## src/logic/fms_pkg.sv

```systemverilog
// Overview of operation
// - Group B bit 7 holds latched discharge short-circuit failure.
// - Group B bit 4 holds active imbalance, bit 3 relaxed imbalance failure.
// - Group B bit 2 holds secondary protector failure.
// - Group B bit 1 discharge FET, bit 0 charge FET failure.
// - Group C bit 7 commanded failure, bit 6 comparator mux failure.
// - Group C bit 5 ground supply, bit 4 reference voltage failure.
// - Group C bit 3 holds slow oscillator monitor failure.
// - Group C bit 2 instruction ROM, bit 1 data ROM failure.
// - Group C bit 0 holds one-time memory failure.
// - Group D bit 0 top-of-stack failure; bits 7 to 1 read zero.
// - Manufacturing word is 16 bits; bits 15 to 8 and 3 read zero.
// - Bit 7 clear blocks runtime one-time memory programming; set allows it.
// - Runtime programming covers saved failure state and manufacturer data in full access.
// - Programming happens only with stack voltage and temperature in limits.
// - Configuration-update mode allows programming even with bit 7 clear.
// - Bit 6 clear disables permanent failure checks; set enables them.
// - Bit 4 clear selects FET test mode; FETs follow test bits only.
// - Bit 4 set keeps normal FET control and ignores test toggles.
// - In test mode safety may still force FETs off or diode-protect on.
// - Bits 5,2,1,0 show pre-discharge, discharge, charge, precharge test enables.
`default_nettype none
package fms_pkg;
   // Register byte addresses.
   localparam logic [7:0] FMS_FAULT_B_ADDR = 8'h00;
   localparam logic [7:0] FMS_FAULT_C_ADDR = 8'h04;
   localparam logic [7:0] FMS_FAULT_D_ADDR = 8'h08;
   localparam logic [7:0] FMS_MFG_ADDR     = 8'h0C;
   localparam logic [7:0] FMS_CMD_ADDR     = 8'h10;
   localparam logic [7:0] FMS_MODE_ADDR    = 8'h14;
   localparam logic [7:0] FMS_STAT_ADDR    = 8'h18;
   // Field positions, groups B, C and D.
   localparam int LATCHED_SHORT_DISCHARGE_FAIL_BIT = 7;
   localparam int IMBALANCE_ACTIVE_FAIL_BIT = 4;
   localparam int IMBALANCE_RELAX_FAIL_BIT = 3;
   localparam int SECONDARY_PROTECTOR_FAIL_BIT = 2;
   localparam int DISCHARGE_FET_FAIL_BIT = 1;
   localparam int CHARGE_FET_FAIL_BIT = 0;
   localparam int COMMANDED_FAIL_BIT = 7;
   localparam int COMPARATOR_MUX_FAIL_BIT = 6;
   localparam int GROUND_SUPPLY_FAIL_BIT = 5;
   localparam int REFERENCE_VOLTAGE_FAIL_BIT = 4;
   localparam int SLOW_OSCILLATOR_FAIL_BIT = 3;
   localparam int INSTRUCTION_ROM_FAIL_BIT = 2;
   localparam int DATA_ROM_FAIL_BIT = 1;
   localparam int ONETIME_MEMORY_FAIL_BIT = 0;
   localparam int TOP_OF_STACK_FAIL_BIT = 0;
   localparam logic [7:0] FMS_B_USED = 8'h9F;
   localparam logic [7:0] FMS_C_USED = 8'hFF;
   localparam logic [7:0] FMS_D_USED = 8'h01;
   // Manufacturing word fields.
   localparam int RUNTIME_PROGRAM_ENABLE_BIT = 7;
   localparam int PERMANENT_FAIL_CHECK_ENABLE_BIT = 6;
   localparam int PREDISCHARGE_TEST_ON_BIT = 5;
   localparam int NORMAL_FET_CONTROL_SELECT_BIT = 4;
   localparam int DISCHARGE_TEST_ON_BIT = 2;
   localparam int CHARGE_TEST_ON_BIT = 1;
   localparam int PRECHARGE_TEST_ON_BIT = 0;
   localparam logic [15:0] FMS_MFG_USED = 16'h00F7;
   localparam logic [15:0] FMS_MFG_RESET = 16'h0050;
   // FET vector order: 3 pre-discharge, 2 discharge, 1 charge, 0 precharge.
   localparam int FMS_FET_PDSG = 3;
   localparam int FMS_FET_DSG = 2;
   localparam int FMS_FET_CHG = 1;
   localparam int FMS_FET_PCHG = 0;
   // Mode register fields.
   localparam int FMS_MODE_CFG_UPDATE_BIT = 0;
   localparam int FMS_MODE_FULL_ACCESS_BIT = 1;
   localparam logic [1:0] FMS_MODE_RESET = 2'h0;
   typedef enum logic [7:0] {
      FMS_CMD_NONE      = 8'h00,
      FMS_CMD_PDSG_TGL  = 8'h01,
      FMS_CMD_DSG_TGL   = 8'h02,
      FMS_CMD_CHG_TGL   = 8'h03,
      FMS_CMD_PCHG_TGL  = 8'h04,
      FMS_CMD_FET_TGL   = 8'h05,
      FMS_CMD_PF_TGL    = 8'h06,
      FMS_CMD_OTPW_TGL  = 8'h07,
      FMS_CMD_CLR_FAULT = 8'h08
   } fms_cmd_e;
endpackage : fms_pkg
`default_nettype wire

```

## src/logic/fms_fault_if.sv

```systemverilog
`default_nettype none
// One saved fault byte: detection pulses in, saved flags out.
interface fms_fault_if;
   logic [7:0] detect;
   logic       arm;
   logic       clear;
   logic [7:0] saved;
   modport owner (input detect, input arm, input clear, output saved);
   modport user  (output detect, output arm, output clear, input saved);
endinterface : fms_fault_if
`default_nettype wire

```

## src/logic/fms_fault_reg.sv

```systemverilog
`default_nettype none
module fms_fault_reg
   import fms_pkg::*;
#(
   parameter logic [7:0] USED = 8'hFF       // Implemented flag bits.
)
(
   input wire logic    pclk,                // Bus clock.
   input wire logic    presetn,             // Async reset, active low.
   fms_fault_if.owner  f                    // Detect and saved flags.
);
   // A detect in the clear cycle still lands, so no failure is lost.
   always_ff @(posedge pclk or negedge presetn)
   begin
      if (!presetn)
      begin
         f.saved <= 8'h00;
      end
      else
      begin
         f.saved <= ((f.clear ? 8'h00 : f.saved) | (f.arm ? f.detect : 8'h00)) & USED;
      end
   end
endmodule : fms_fault_reg
`default_nettype wire

```

## src/logic/fms_fet_test.sv

```systemverilog
`default_nettype none
module fms_fet_test
   import fms_pkg::*;
(
   input wire logic       pclk,             // Bus clock.
   input wire logic       presetn,          // Async reset, active low.
   input wire logic       normal_sel,       // Normal FET control selected.
   input wire logic [3:0] test_on,          // Test enables from the word.
   input wire logic [3:0] normal_on,        // Normal control requests.
   input wire logic [3:0] safety_off,       // Safety forced off.
   input wire logic [3:0] diode_on,         // Body diode protection on.
   output logic     [3:0] fet_drive         // Registered FET drives.
);
   logic [3:0] next_fet_drive;

   // Safety overrides sit after the mode mux so test mode cannot defeat them.
   always_comb
   begin
      next_fet_drive = normal_sel ? normal_on : test_on;
      next_fet_drive = (next_fet_drive & ~safety_off) | diode_on;
   end

   // Drive register.
   always_ff @(posedge pclk or negedge presetn)
   begin
      if (!presetn)
      begin
         fet_drive <= 4'h0;
      end
      else
      begin
         fet_drive <= next_fet_drive;
      end
   end
endmodule : fms_fet_test
`default_nettype wire

```

## src/logic/fms_top.sv

```systemverilog
`default_nettype none
module fms_top
   import fms_pkg::*;
(
   input wire logic        pclk,                         // Bus clock, 25 MHz.
   input wire logic        presetn,                      // Async reset, active low.
   input wire logic        psel,                         // APB select.
   input wire logic        penable,                      // APB enable.
   input wire logic        pwrite,                       // APB direction.
   input wire logic [7:0]  paddr,                        // APB byte address.
   input wire logic [31:0] pwdata,                       // APB write data.
   output logic     [31:0] prdata,                       // APB read data.
   output logic            pready,                       // APB ready.
   output logic            pslverr,                      // APB error.
   input wire logic        latched_short_discharge_fail, // Detect pulse.
   input wire logic        imbalance_active_fail,        // Detect pulse.
   input wire logic        imbalance_relax_fail,         // Detect pulse.
   input wire logic        secondary_protector_fail,     // Detect pulse.
   input wire logic        discharge_fet_fail,           // Detect pulse.
   input wire logic        charge_fet_fail,              // Detect pulse.
   input wire logic        commanded_fail,               // Detect pulse.
   input wire logic        comparator_mux_fail,          // Detect pulse.
   input wire logic        ground_supply_fail,           // Detect pulse.
   input wire logic        reference_voltage_fail,       // Detect pulse.
   input wire logic        slow_oscillator_fail,         // Detect pulse.
   input wire logic        instruction_rom_fail,         // Detect pulse.
   input wire logic        data_rom_fail,                // Detect pulse.
   input wire logic        onetime_memory_fail,          // Detect pulse.
   input wire logic        top_of_stack_fail,            // Detect pulse.
   input wire logic        stack_ok,                     // Stack voltage in limits.
   input wire logic        temp_ok,                      // Temperature in limits.
   input wire logic        otp_req_saved_state,          // Save failure or fuse state.
   input wire logic        otp_req_manufacturer_data,    // Store manufacturer data.
   input wire logic [3:0]  normal_fet_on,                // Normal FET requests.
   input wire logic [3:0]  safety_fet_off,               // Safety forces off.
   input wire logic [3:0]  body_diode_fet_on,            // Diode protection on.
   output logic [3:0]      fet_drive,                    // FET drives.
   output logic            otp_program_grant,            // Programming allowed now.
   output logic            pf_check_active               // Failure checks running.
);
   fms_fault_if grp_b ();
   fms_fault_if grp_c ();
   fms_fault_if grp_d ();

   logic [15:0] mfg_word;
   logic [1:0]  mode;
   logic        cmd_valid;
   logic [7:0]  cmd_code;
   logic        access_cycle;
   logic        wr_take;
   logic        rd_take;
   logic        addr_hit;
   logic [31:0] next_prdata;
   logic        next_grant;
   logic        runtime_program_enable;
   logic        permanent_fail_check_enable;
   logic        normal_fet_control_select;
   logic        config_update_mode;
   logic        full_access_security_mode;
   logic [3:0]  test_on;
   logic        otp_request;

   // Field views of the manufacturing word.
   assign runtime_program_enable      = mfg_word[RUNTIME_PROGRAM_ENABLE_BIT];
   assign permanent_fail_check_enable = mfg_word[PERMANENT_FAIL_CHECK_ENABLE_BIT];
   assign normal_fet_control_select   = mfg_word[NORMAL_FET_CONTROL_SELECT_BIT];
   assign config_update_mode          = mode[FMS_MODE_CFG_UPDATE_BIT];
   assign full_access_security_mode   = mode[FMS_MODE_FULL_ACCESS_BIT];

   // Test enables gathered in FET vector order.
   assign test_on[FMS_FET_PDSG] = mfg_word[PREDISCHARGE_TEST_ON_BIT];
   assign test_on[FMS_FET_DSG]  = mfg_word[DISCHARGE_TEST_ON_BIT];
   assign test_on[FMS_FET_CHG]  = mfg_word[CHARGE_TEST_ON_BIT];
   assign test_on[FMS_FET_PCHG] = mfg_word[PRECHARGE_TEST_ON_BIT];

   // APB phase decode: a transfer completes when pready is seen high.
   assign access_cycle = psel & penable;
   assign wr_take      = access_cycle & pready & pwrite;
   assign rd_take      = access_cycle & ~pready & ~pwrite;

   // Address map check.
   always_comb
   begin
      case (paddr)
         FMS_FAULT_B_ADDR: addr_hit = 1'b1;
         FMS_FAULT_C_ADDR: addr_hit = 1'b1;
         FMS_FAULT_D_ADDR: addr_hit = 1'b1;
         FMS_MFG_ADDR:     addr_hit = 1'b1;
         FMS_CMD_ADDR:     addr_hit = 1'b1;
         FMS_MODE_ADDR:    addr_hit = 1'b1;
         FMS_STAT_ADDR:    addr_hit = 1'b1;
         default:          addr_hit = 1'b0;
      endcase
   end

   // Group B detect bits; reserved bits 6 and 5 never set.
   always_comb
   begin
      grp_b.detect = 8'h00;
      grp_b.detect[LATCHED_SHORT_DISCHARGE_FAIL_BIT] = latched_short_discharge_fail;
      grp_b.detect[IMBALANCE_ACTIVE_FAIL_BIT] = imbalance_active_fail;
      grp_b.detect[IMBALANCE_RELAX_FAIL_BIT] = imbalance_relax_fail;
      grp_b.detect[SECONDARY_PROTECTOR_FAIL_BIT] = secondary_protector_fail;
      grp_b.detect[DISCHARGE_FET_FAIL_BIT] = discharge_fet_fail;
      grp_b.detect[CHARGE_FET_FAIL_BIT] = charge_fet_fail;
   end

   // Group C detect bits.
   always_comb
   begin
      grp_c.detect = 8'h00;
      grp_c.detect[COMMANDED_FAIL_BIT] = commanded_fail;
      grp_c.detect[COMPARATOR_MUX_FAIL_BIT] = comparator_mux_fail;
      grp_c.detect[GROUND_SUPPLY_FAIL_BIT] = ground_supply_fail;
      grp_c.detect[REFERENCE_VOLTAGE_FAIL_BIT] = reference_voltage_fail;
      grp_c.detect[SLOW_OSCILLATOR_FAIL_BIT] = slow_oscillator_fail;
      grp_c.detect[INSTRUCTION_ROM_FAIL_BIT] = instruction_rom_fail;
      grp_c.detect[DATA_ROM_FAIL_BIT] = data_rom_fail;
      grp_c.detect[ONETIME_MEMORY_FAIL_BIT] = onetime_memory_fail;
   end

   // Group D carries a single flag; the rest stay zero.
   always_comb
   begin
      grp_d.detect = 8'h00;
      grp_d.detect[TOP_OF_STACK_FAIL_BIT] = top_of_stack_fail;
   end

   // Detection is only armed while checks are enabled, so a disabled
   // check cannot latch anything even if the detector still pulses.
   assign grp_b.arm = permanent_fail_check_enable;
   assign grp_c.arm = permanent_fail_check_enable;
   assign grp_d.arm = permanent_fail_check_enable;

   // The clear command wipes all saved groups at once.
   assign grp_b.clear = cmd_valid & (cmd_code == FMS_CMD_CLR_FAULT);
   assign grp_c.clear = cmd_valid & (cmd_code == FMS_CMD_CLR_FAULT);
   assign grp_d.clear = cmd_valid & (cmd_code == FMS_CMD_CLR_FAULT);

   fms_fault_reg #(.USED(FMS_B_USED)) u_grp_b
   (
      .pclk    (pclk),
      .presetn (presetn),
      .f       (grp_b)
   );

   fms_fault_reg #(.USED(FMS_C_USED)) u_grp_c
   (
      .pclk    (pclk),
      .presetn (presetn),
      .f       (grp_c)
   );

   fms_fault_reg #(.USED(FMS_D_USED)) u_grp_d
   (
      .pclk    (pclk),
      .presetn (presetn),
      .f       (grp_d)
   );

   // Command strobe: a write to the command address is one subcommand.
   always_ff @(posedge pclk or negedge presetn)
   begin
      if (!presetn)
      begin
         cmd_valid <= 1'b0;
         cmd_code  <= 8'h00;
      end
      else
      begin
         cmd_valid <= wr_take & (paddr == FMS_CMD_ADDR);
         cmd_code  <= pwdata[7:0];
      end
   end

   // Manufacturing word. Test toggles are dropped while normal control
   // is selected, so test bits set earlier are kept and arm a later entry.
   always_ff @(posedge pclk or negedge presetn)
   begin
      if (!presetn)
      begin
         mfg_word <= FMS_MFG_RESET;
      end
      else if (cmd_valid)
      begin
         case (cmd_code)
            FMS_CMD_PDSG_TGL:
            begin
               if (!normal_fet_control_select)
               begin
                  mfg_word[PREDISCHARGE_TEST_ON_BIT] <= ~mfg_word[PREDISCHARGE_TEST_ON_BIT];
               end
            end
            FMS_CMD_DSG_TGL:
            begin
               if (!normal_fet_control_select)
               begin
                  mfg_word[DISCHARGE_TEST_ON_BIT] <= ~mfg_word[DISCHARGE_TEST_ON_BIT];
               end
            end
            FMS_CMD_CHG_TGL:
            begin
               if (!normal_fet_control_select)
               begin
                  mfg_word[CHARGE_TEST_ON_BIT] <= ~mfg_word[CHARGE_TEST_ON_BIT];
               end
            end
            FMS_CMD_PCHG_TGL:
            begin
               if (!normal_fet_control_select)
               begin
                  mfg_word[PRECHARGE_TEST_ON_BIT] <= ~mfg_word[PRECHARGE_TEST_ON_BIT];
               end
            end
            FMS_CMD_FET_TGL:
            begin
               mfg_word[NORMAL_FET_CONTROL_SELECT_BIT] <= ~normal_fet_control_select;
            end
            FMS_CMD_PF_TGL:
            begin
               mfg_word[PERMANENT_FAIL_CHECK_ENABLE_BIT] <= ~permanent_fail_check_enable;
            end
            FMS_CMD_OTPW_TGL:
            begin
               mfg_word[RUNTIME_PROGRAM_ENABLE_BIT] <= ~runtime_program_enable;
            end
            default:
            begin
               mfg_word <= mfg_word & FMS_MFG_USED;
            end
         endcase
      end
   end

   // Security and update mode register, written by software.
   always_ff @(posedge pclk or negedge presetn)
   begin
      if (!presetn)
      begin
         mode <= FMS_MODE_RESET;
      end
      else if (wr_take && (paddr == FMS_MODE_ADDR))
      begin
         mode <= pwdata[1:0];
      end
   end

   // Only two kinds of runtime data may be programmed; manufacturer data
   // also needs full access.
   assign otp_request = otp_req_saved_state |
                        (otp_req_manufacturer_data & full_access_security_mode);

   // Grant logic: limits always apply, even in configuration update mode.
   always_comb
   begin
      next_grant = otp_request & stack_ok & temp_ok;
      next_grant = next_grant & (runtime_program_enable | config_update_mode);
   end

   // Registered side outputs.
   always_ff @(posedge pclk or negedge presetn)
   begin
      if (!presetn)
      begin
         otp_program_grant <= 1'b0;
         pf_check_active   <= 1'b0;
      end
      else
      begin
         otp_program_grant <= next_grant;
         pf_check_active   <= permanent_fail_check_enable;
      end
   end

   fms_fet_test u_fet
   (
      .pclk       (pclk),
      .presetn    (presetn),
      .normal_sel (normal_fet_control_select),
      .test_on    (test_on),
      .normal_on  (normal_fet_on),
      .safety_off (safety_fet_off),
      .diode_on   (body_diode_fet_on),
      .fet_drive  (fet_drive)
   );

   // Read mux; reserved bits are zero by construction.
   always_comb
   begin
      next_prdata = 32'h0000_0000;
      case (paddr)
         FMS_FAULT_B_ADDR: next_prdata[7:0] = grp_b.saved;
         FMS_FAULT_C_ADDR: next_prdata[7:0] = grp_c.saved;
         FMS_FAULT_D_ADDR: next_prdata[7:0] = grp_d.saved;
         FMS_MFG_ADDR:     next_prdata[15:0] = mfg_word & FMS_MFG_USED;
         FMS_MODE_ADDR:    next_prdata[1:0] = mode;
         FMS_STAT_ADDR:
         begin
            next_prdata[0] = otp_program_grant;
            next_prdata[1] = pf_check_active;
            next_prdata[5:2] = fet_drive;
         end
         default:          next_prdata = 32'h0000_0000;
      endcase
   end

   // APB answer: one wait state, then ready with data or error.
   always_ff @(posedge pclk or negedge presetn)
   begin
      if (!presetn)
      begin
         pready  <= 1'b0;
         pslverr <= 1'b0;
         prdata  <= 32'h0000_0000;
      end
      else if (access_cycle && !pready)
      begin
         pready  <= 1'b1;
         pslverr <= ~addr_hit;
         prdata  <= rd_take ? next_prdata : 32'h0000_0000;
      end
      else
      begin
         pready  <= 1'b0;
         pslverr <= 1'b0;
         prdata  <= 32'h0000_0000;
      end
   end
endmodule : fms_top
`default_nettype wire

```

## config.mk

```make
export PLATFORM = sky130hd
export DESIGN_NAME = fms_top
export DESIGN_NICKNAME = d
export VERILOG_FILES = /design/src/logic/fms_pkg.sv /design/src/logic/fms_fault_if.sv /design/src/logic/fms_fault_reg.sv /design/src/logic/fms_fet_test.sv /design/src/logic/fms_top.sv
export SDC_FILE = /design/constraint.sdc
export NUM_CORES = 1
export LEC_CHECK = 0
export ABC_CLOCK_PERIOD_IN_PS = 2070
export BUFFER_PORTS_ARGS = -buffer_cell sky130_fd_sc_hd__buf_2
export CAP_MARGIN = 40
export CELL_PAD_IN_SITES_DETAIL_PLACEMENT = 0
export CELL_PAD_IN_SITES_GLOBAL_PLACEMENT = 1
export CORE_ASPECT_RATIO = 0.6
export CORE_MARGIN = 3
export CORE_UTILIZATION = 34
export CTS_CLUSTER_DIAMETER = 100
export DETAILED_ROUTE_END_ITERATION = 6
export PLACE_DENSITY = 0.87
export SYNTH_ARGS = -nofsm -noshare
export SYNTH_HDL_FRONTEND = slang
export SYNTH_HIERARCHICAL = 1
export SYNTH_SLANG_ARGS = --single-unit
export TNS_END_PERCENT = 5
```

## constraint.sdc

```tcl
create_clock -name pclk -period 2.07 [get_ports pclk]
set_input_delay 0.1035 -clock pclk [delete_from_list [all_inputs] [get_ports pclk]]
set_output_delay 0.1035 -clock pclk [all_outputs]
set_load 0.1 [all_outputs]
```

# Word level (Yosys, flattened, before mapping)
# Index checks and enable logic that the tools add are counted.
# op_classes
n_eq_ne	14
n_bitwise	29
n_mux	15
n_reduce_logical	12
# op_table
operator	count
$mux W8	6
$eq A8 B3 Y1 const B	5
$eq A8 B4 Y1 const B	3
$eq A8 B5 Y1 const B	3
$eq A8 B2 Y1 const B	2
$or A8 B8 Y8	2
$pmux W4 S4	1
$pmux W2 S6	1
$reduce_and A3 Y1	4
$and A1 B1 Y1	11
$not A1 Y1	10
$eq A8 B1 Y1 const B	1
$logic_not A8 Y1	1
$reduce_or A7 Y1	1
$pmux W2 S3	1
$reduce_and A2 Y1	3
$mux W1	5
$and A4 B4 Y4	1
$mux W4	1
$not A4 Y4	1
$or A4 B4 Y4	1
$or A1 B1 Y1	3
$logic_and A1 B1 Y1	2
$logic_not A1 Y1	1
# word_totals
word_cells	89
input_bits	76
register_bits	73
out_inout_bits	40

# Depth between registers and ports, before layout
# depth
ltp_word	5
mapped_depth	5

# Modules after synthesis
# Netlist, hierarchy kept.
# modules_own_cells
module	instances	cells_per_inst	area_per_inst_um2	seq_area_each_um2
fms_top	1	147	1629.1	753.2
fms_fault_reg (u_grp_c)	1	33	311.5	200.2
fms_fault_reg (u_grp_b)	1	27	244.0	150.1
fms_fet_test	1	13	175.2	100.1
fms_fault_reg (u_grp_d)	1	12	97.6	25.0

# Worst setup path before layout
# Ideal clock, no wire load.
# synth_timing
path_kind	reg-to-reg
startpoint	reg pready
endpoint	reg prdata[5]
required_time_ps	1975
path_stages_with_launch	5
path_buffers	1
arrival_time_ps	1963
slack_ps	12
path_cell_list	dfrtp_1 > nand3b_1 > or4_4 > buf_6 > nor4b_2
# synth_between
elab_chain_cells	5
# synth_lines
item	line_no	rtl
start, declared	fms_top.sv:13	output logic pready,
start signal, assigned	fms_top.sv:312	pready <= 1'b0;
start signal, assigned	fms_top.sv:318	pready <= 1'b1;
start signal, assigned	fms_top.sv:324	pready <= 1'b0;
$not A1 Y1	fms_top.sv:79	assign rd_take = access_cycle & ~pready & ~pwrite;
$and A1 B1 Y1 (2 in series)	fms_top.sv:79	
$mux W8	fms_top.sv:320	prdata <= rd_take ? next_prdata : 32'h0000_0000;
$mux W8 (*)	fms_top.sv:316	else if (access_cycle && !pready)
end signal, assigned	fms_top.sv:320	
end, declared	fms_top.sv:12	output logic [31:0] prdata,
# Mark *: on every way between the ends. The rest lies on a longest branch, timed or not.
# A chain may end at the register's enable or synchronous reset.

# Worst setup path after layout
# Ends and elaborated chain as after synthesis.

==> reports/results.ini <==
[outcome]
status=complete, no violations

[sta]
fin_skew_ns=0.00836
tns_ns=0
max_clock_freq_mhz=623
rsz0062_at_grt=false
slew_viol_final=0
worst_slew_pin_slew_ns=0.524
setup_viol=0
fin_crit_ns=1.61
hold_viol=0
min_period_over_period_pct=77.6
slew_headroom_pct=64.8

[route]
drtIter0Drc=105
drtAntennaViolNets=0
viasPerCell=4.60
routedWlPerCell_um=15.0
dr.pass1.iters=4
via_count=1854
routed_wl_mm=6.06
post-route-drc-count=0

[clock_tree]
cts_tree=done
worst_skew_pair.late_latency_ns=0.29
cts_setup_buffers=0
clkTransAtPathRegs_ns=0.07
cts_root_buffer=clkbuf_16
cts.sinks=49
hold_buffers=13
ctsResizeCount=0
htree_levels=2
cts_buffers=5
cts_buffer_depth=2

[worst_hold_path]
worstHoldPathCells=3
hold_path.class=input pin to flop

[pwr]
powerDensity_nw_per_um2=722
ir_drop_uv=309
leakagePower_uw=0.00151

[setup_path]
required_ns=2.27
path_max_fanout=8
r2r-end=prdata[5]
start_kind=flop
r2r_slack_ns=0.46
crit_end=prdata[5]
critical_path_class=flop to flop
worstRegToRegCells=3
r2r-start=pready
cp.arrival_ns=1.80
cp-end-kind=flop
startpoint=pready

[global_routing]
grt_pass1_wl_mm=9.65
antenna_found_initial=0
grt_usage_pct=15.3
grt_max_degree=37
grt_pass1_vias=1881
grt_overflow=0

[yosys]
ys.flop_type=dfrtp_1
async_flop_share_pct=100
synth_top_area_cell=dfrtp_1
synth_top_area_share_pct=47.9
avgSynthCellArea_um2=10.6
netlist-cell-type-count=44
synth_edf_count=0
netlist_instances=232
synth-seq-cells=49
yosys_warnings=6
synth-seq-area-share_pct=50.0
synthTopCellsByArea=dfrtp_1, buf_4, mux2i_1
syn_area_um2=2460

[floorplan]
start_util_pct=35.9
ioPinCount=116
num_rows=23
core_um2=6850
dieArea_um2=8320
die_h_um=71.9
die_w_um=116

[cells_and_area]
syn2layout_area_growth_pct=24.1
layout_commonest_cell=buf_2
fillers=652
num_antenna_cells=0
layout_common_cells=buf_2, dfrtp_1, conb_1
fin_area_um2=3050
nNetsFinal=391
final_layout_size_suffix_gt1_share_pct=32.0

[placement]
place_area_um2=2780
hpwl_mm=4.45
gp_routability_congestion=0.797
port_buffers=67

[job]
maxCapViolations=0

-- flip-flops by register name (all words and copies together) (netlist names) --
name	flops
u_grp_c/f.saved	8
prdata	8
cmd_code	8
u_fet/fet_drive	4
u_grp_b/f.saved	6
mfg_word	7
pf_check_active	1
pready	1
cmd_valid	1
mode	2
u_grp_d/f.saved	1
otp_program_grant	1
pslverr	1
-- where the power goes --
group          internal, uW  switching (uW)  leakage [uW]
sequential              972            10.4      0.000569
clock                   448             356     0.0000631
combinational          94.3             320      0.000876
-- stage by stage --
stage	utilization (%)	total power, uW	instances	setup slack, ns	hold slack (ns)
floorplan	-	1350	262	0.0117	-0.192
global route	44.5	2290	403	0.347	0.0115
CTS	44.5	2220	403	0.462	0.0144
global placement	40.5	1390	382	0.486	0.00598
finish	44.5	2200	403	0.464	0.0173
detailed placement	40.5	1390	382	0.461	0.0110
-- final cells by class --
cell class | instances | area, um2 | area share [%]
clock buffers | 6 | 129 | 4.23
clock inverters | 2 | 15.0 | 0.492
inverters | 17 | 63.8 | 2.09
multi-input cells | 154 | 978 | 32.1
flip-flops and latches | 49 | 1230 | 40.3
well taps | 87 | 109 | 3.57
repair buffers | 88 | 526 | 17.2
-- metal layers --
layer  global-route usage, %  vias up  part of all wire (%)  wire [um]
met5                       0        -                     0          0
met4                    4.38        0                   1.5         90
met3                    4.81        9                   6.9        420
met2                    22.9       74                    43       2600
met1                    21.5      881                    49       2950
li1                        -      890                     -          -
-- worst min-delay path by stage --
stage                                  from  slack (ns)            endpoint
2_1_floorplan                       presetn       -0.19         cmd_code[0]
3_3_place_gp                        presetn       0.006         cmd_code[5]
3_5_place_dp                        presetn        0.01         cmd_code[5]
4_1_cts                body_diode_fet_on[0]        0.01  u_fet/fet_drive[0]
5_1_grt                 onetime_memory_fail        0.01  u_grp_c/f.saved[0]
6_report       latched_short_discharge_fail        0.02  u_grp_b/f.saved[7]
-- cells in the mapped netlist (3+ instances only) --
master / number
dfrtp_1: 47
buf_4: 33
nand2_1: 18
inv_1: 17
o21ai_0: 11
mux2i_1: 9
mux2_2: 8
nand3_1: 8
nor2_1: 7
xnor2_1: 7
a21oi_1: 5
o21bai_1: 5
clkbuf_1: 4
nor2b_1: 4
o21ai_1: 4
a221oi_1: 3
conb_1: 3
nor3_1: 3
nor4b_1: 3
-- worst max-delay path, stage by stage, from the launching register on --
cell and delay, ns:
dfrtp_1 0.40, nand3b_1 0.21, or4_4 0.62, nor4b_2 0.30
-- cell families after synthesis --
kind of cell,Yosys count,share of synthesized area [%]
buffers and inverters,59,14.8
xor gates and xnor gates,7,2.49
DFF,49,50.0
muxes,19,9.17
and+or+nand+nor,60,13.7
AOI/OAI and AO/OA,35,9.37
other,3,0.458
Note: power is estimated with default switching activity, not from simulation.
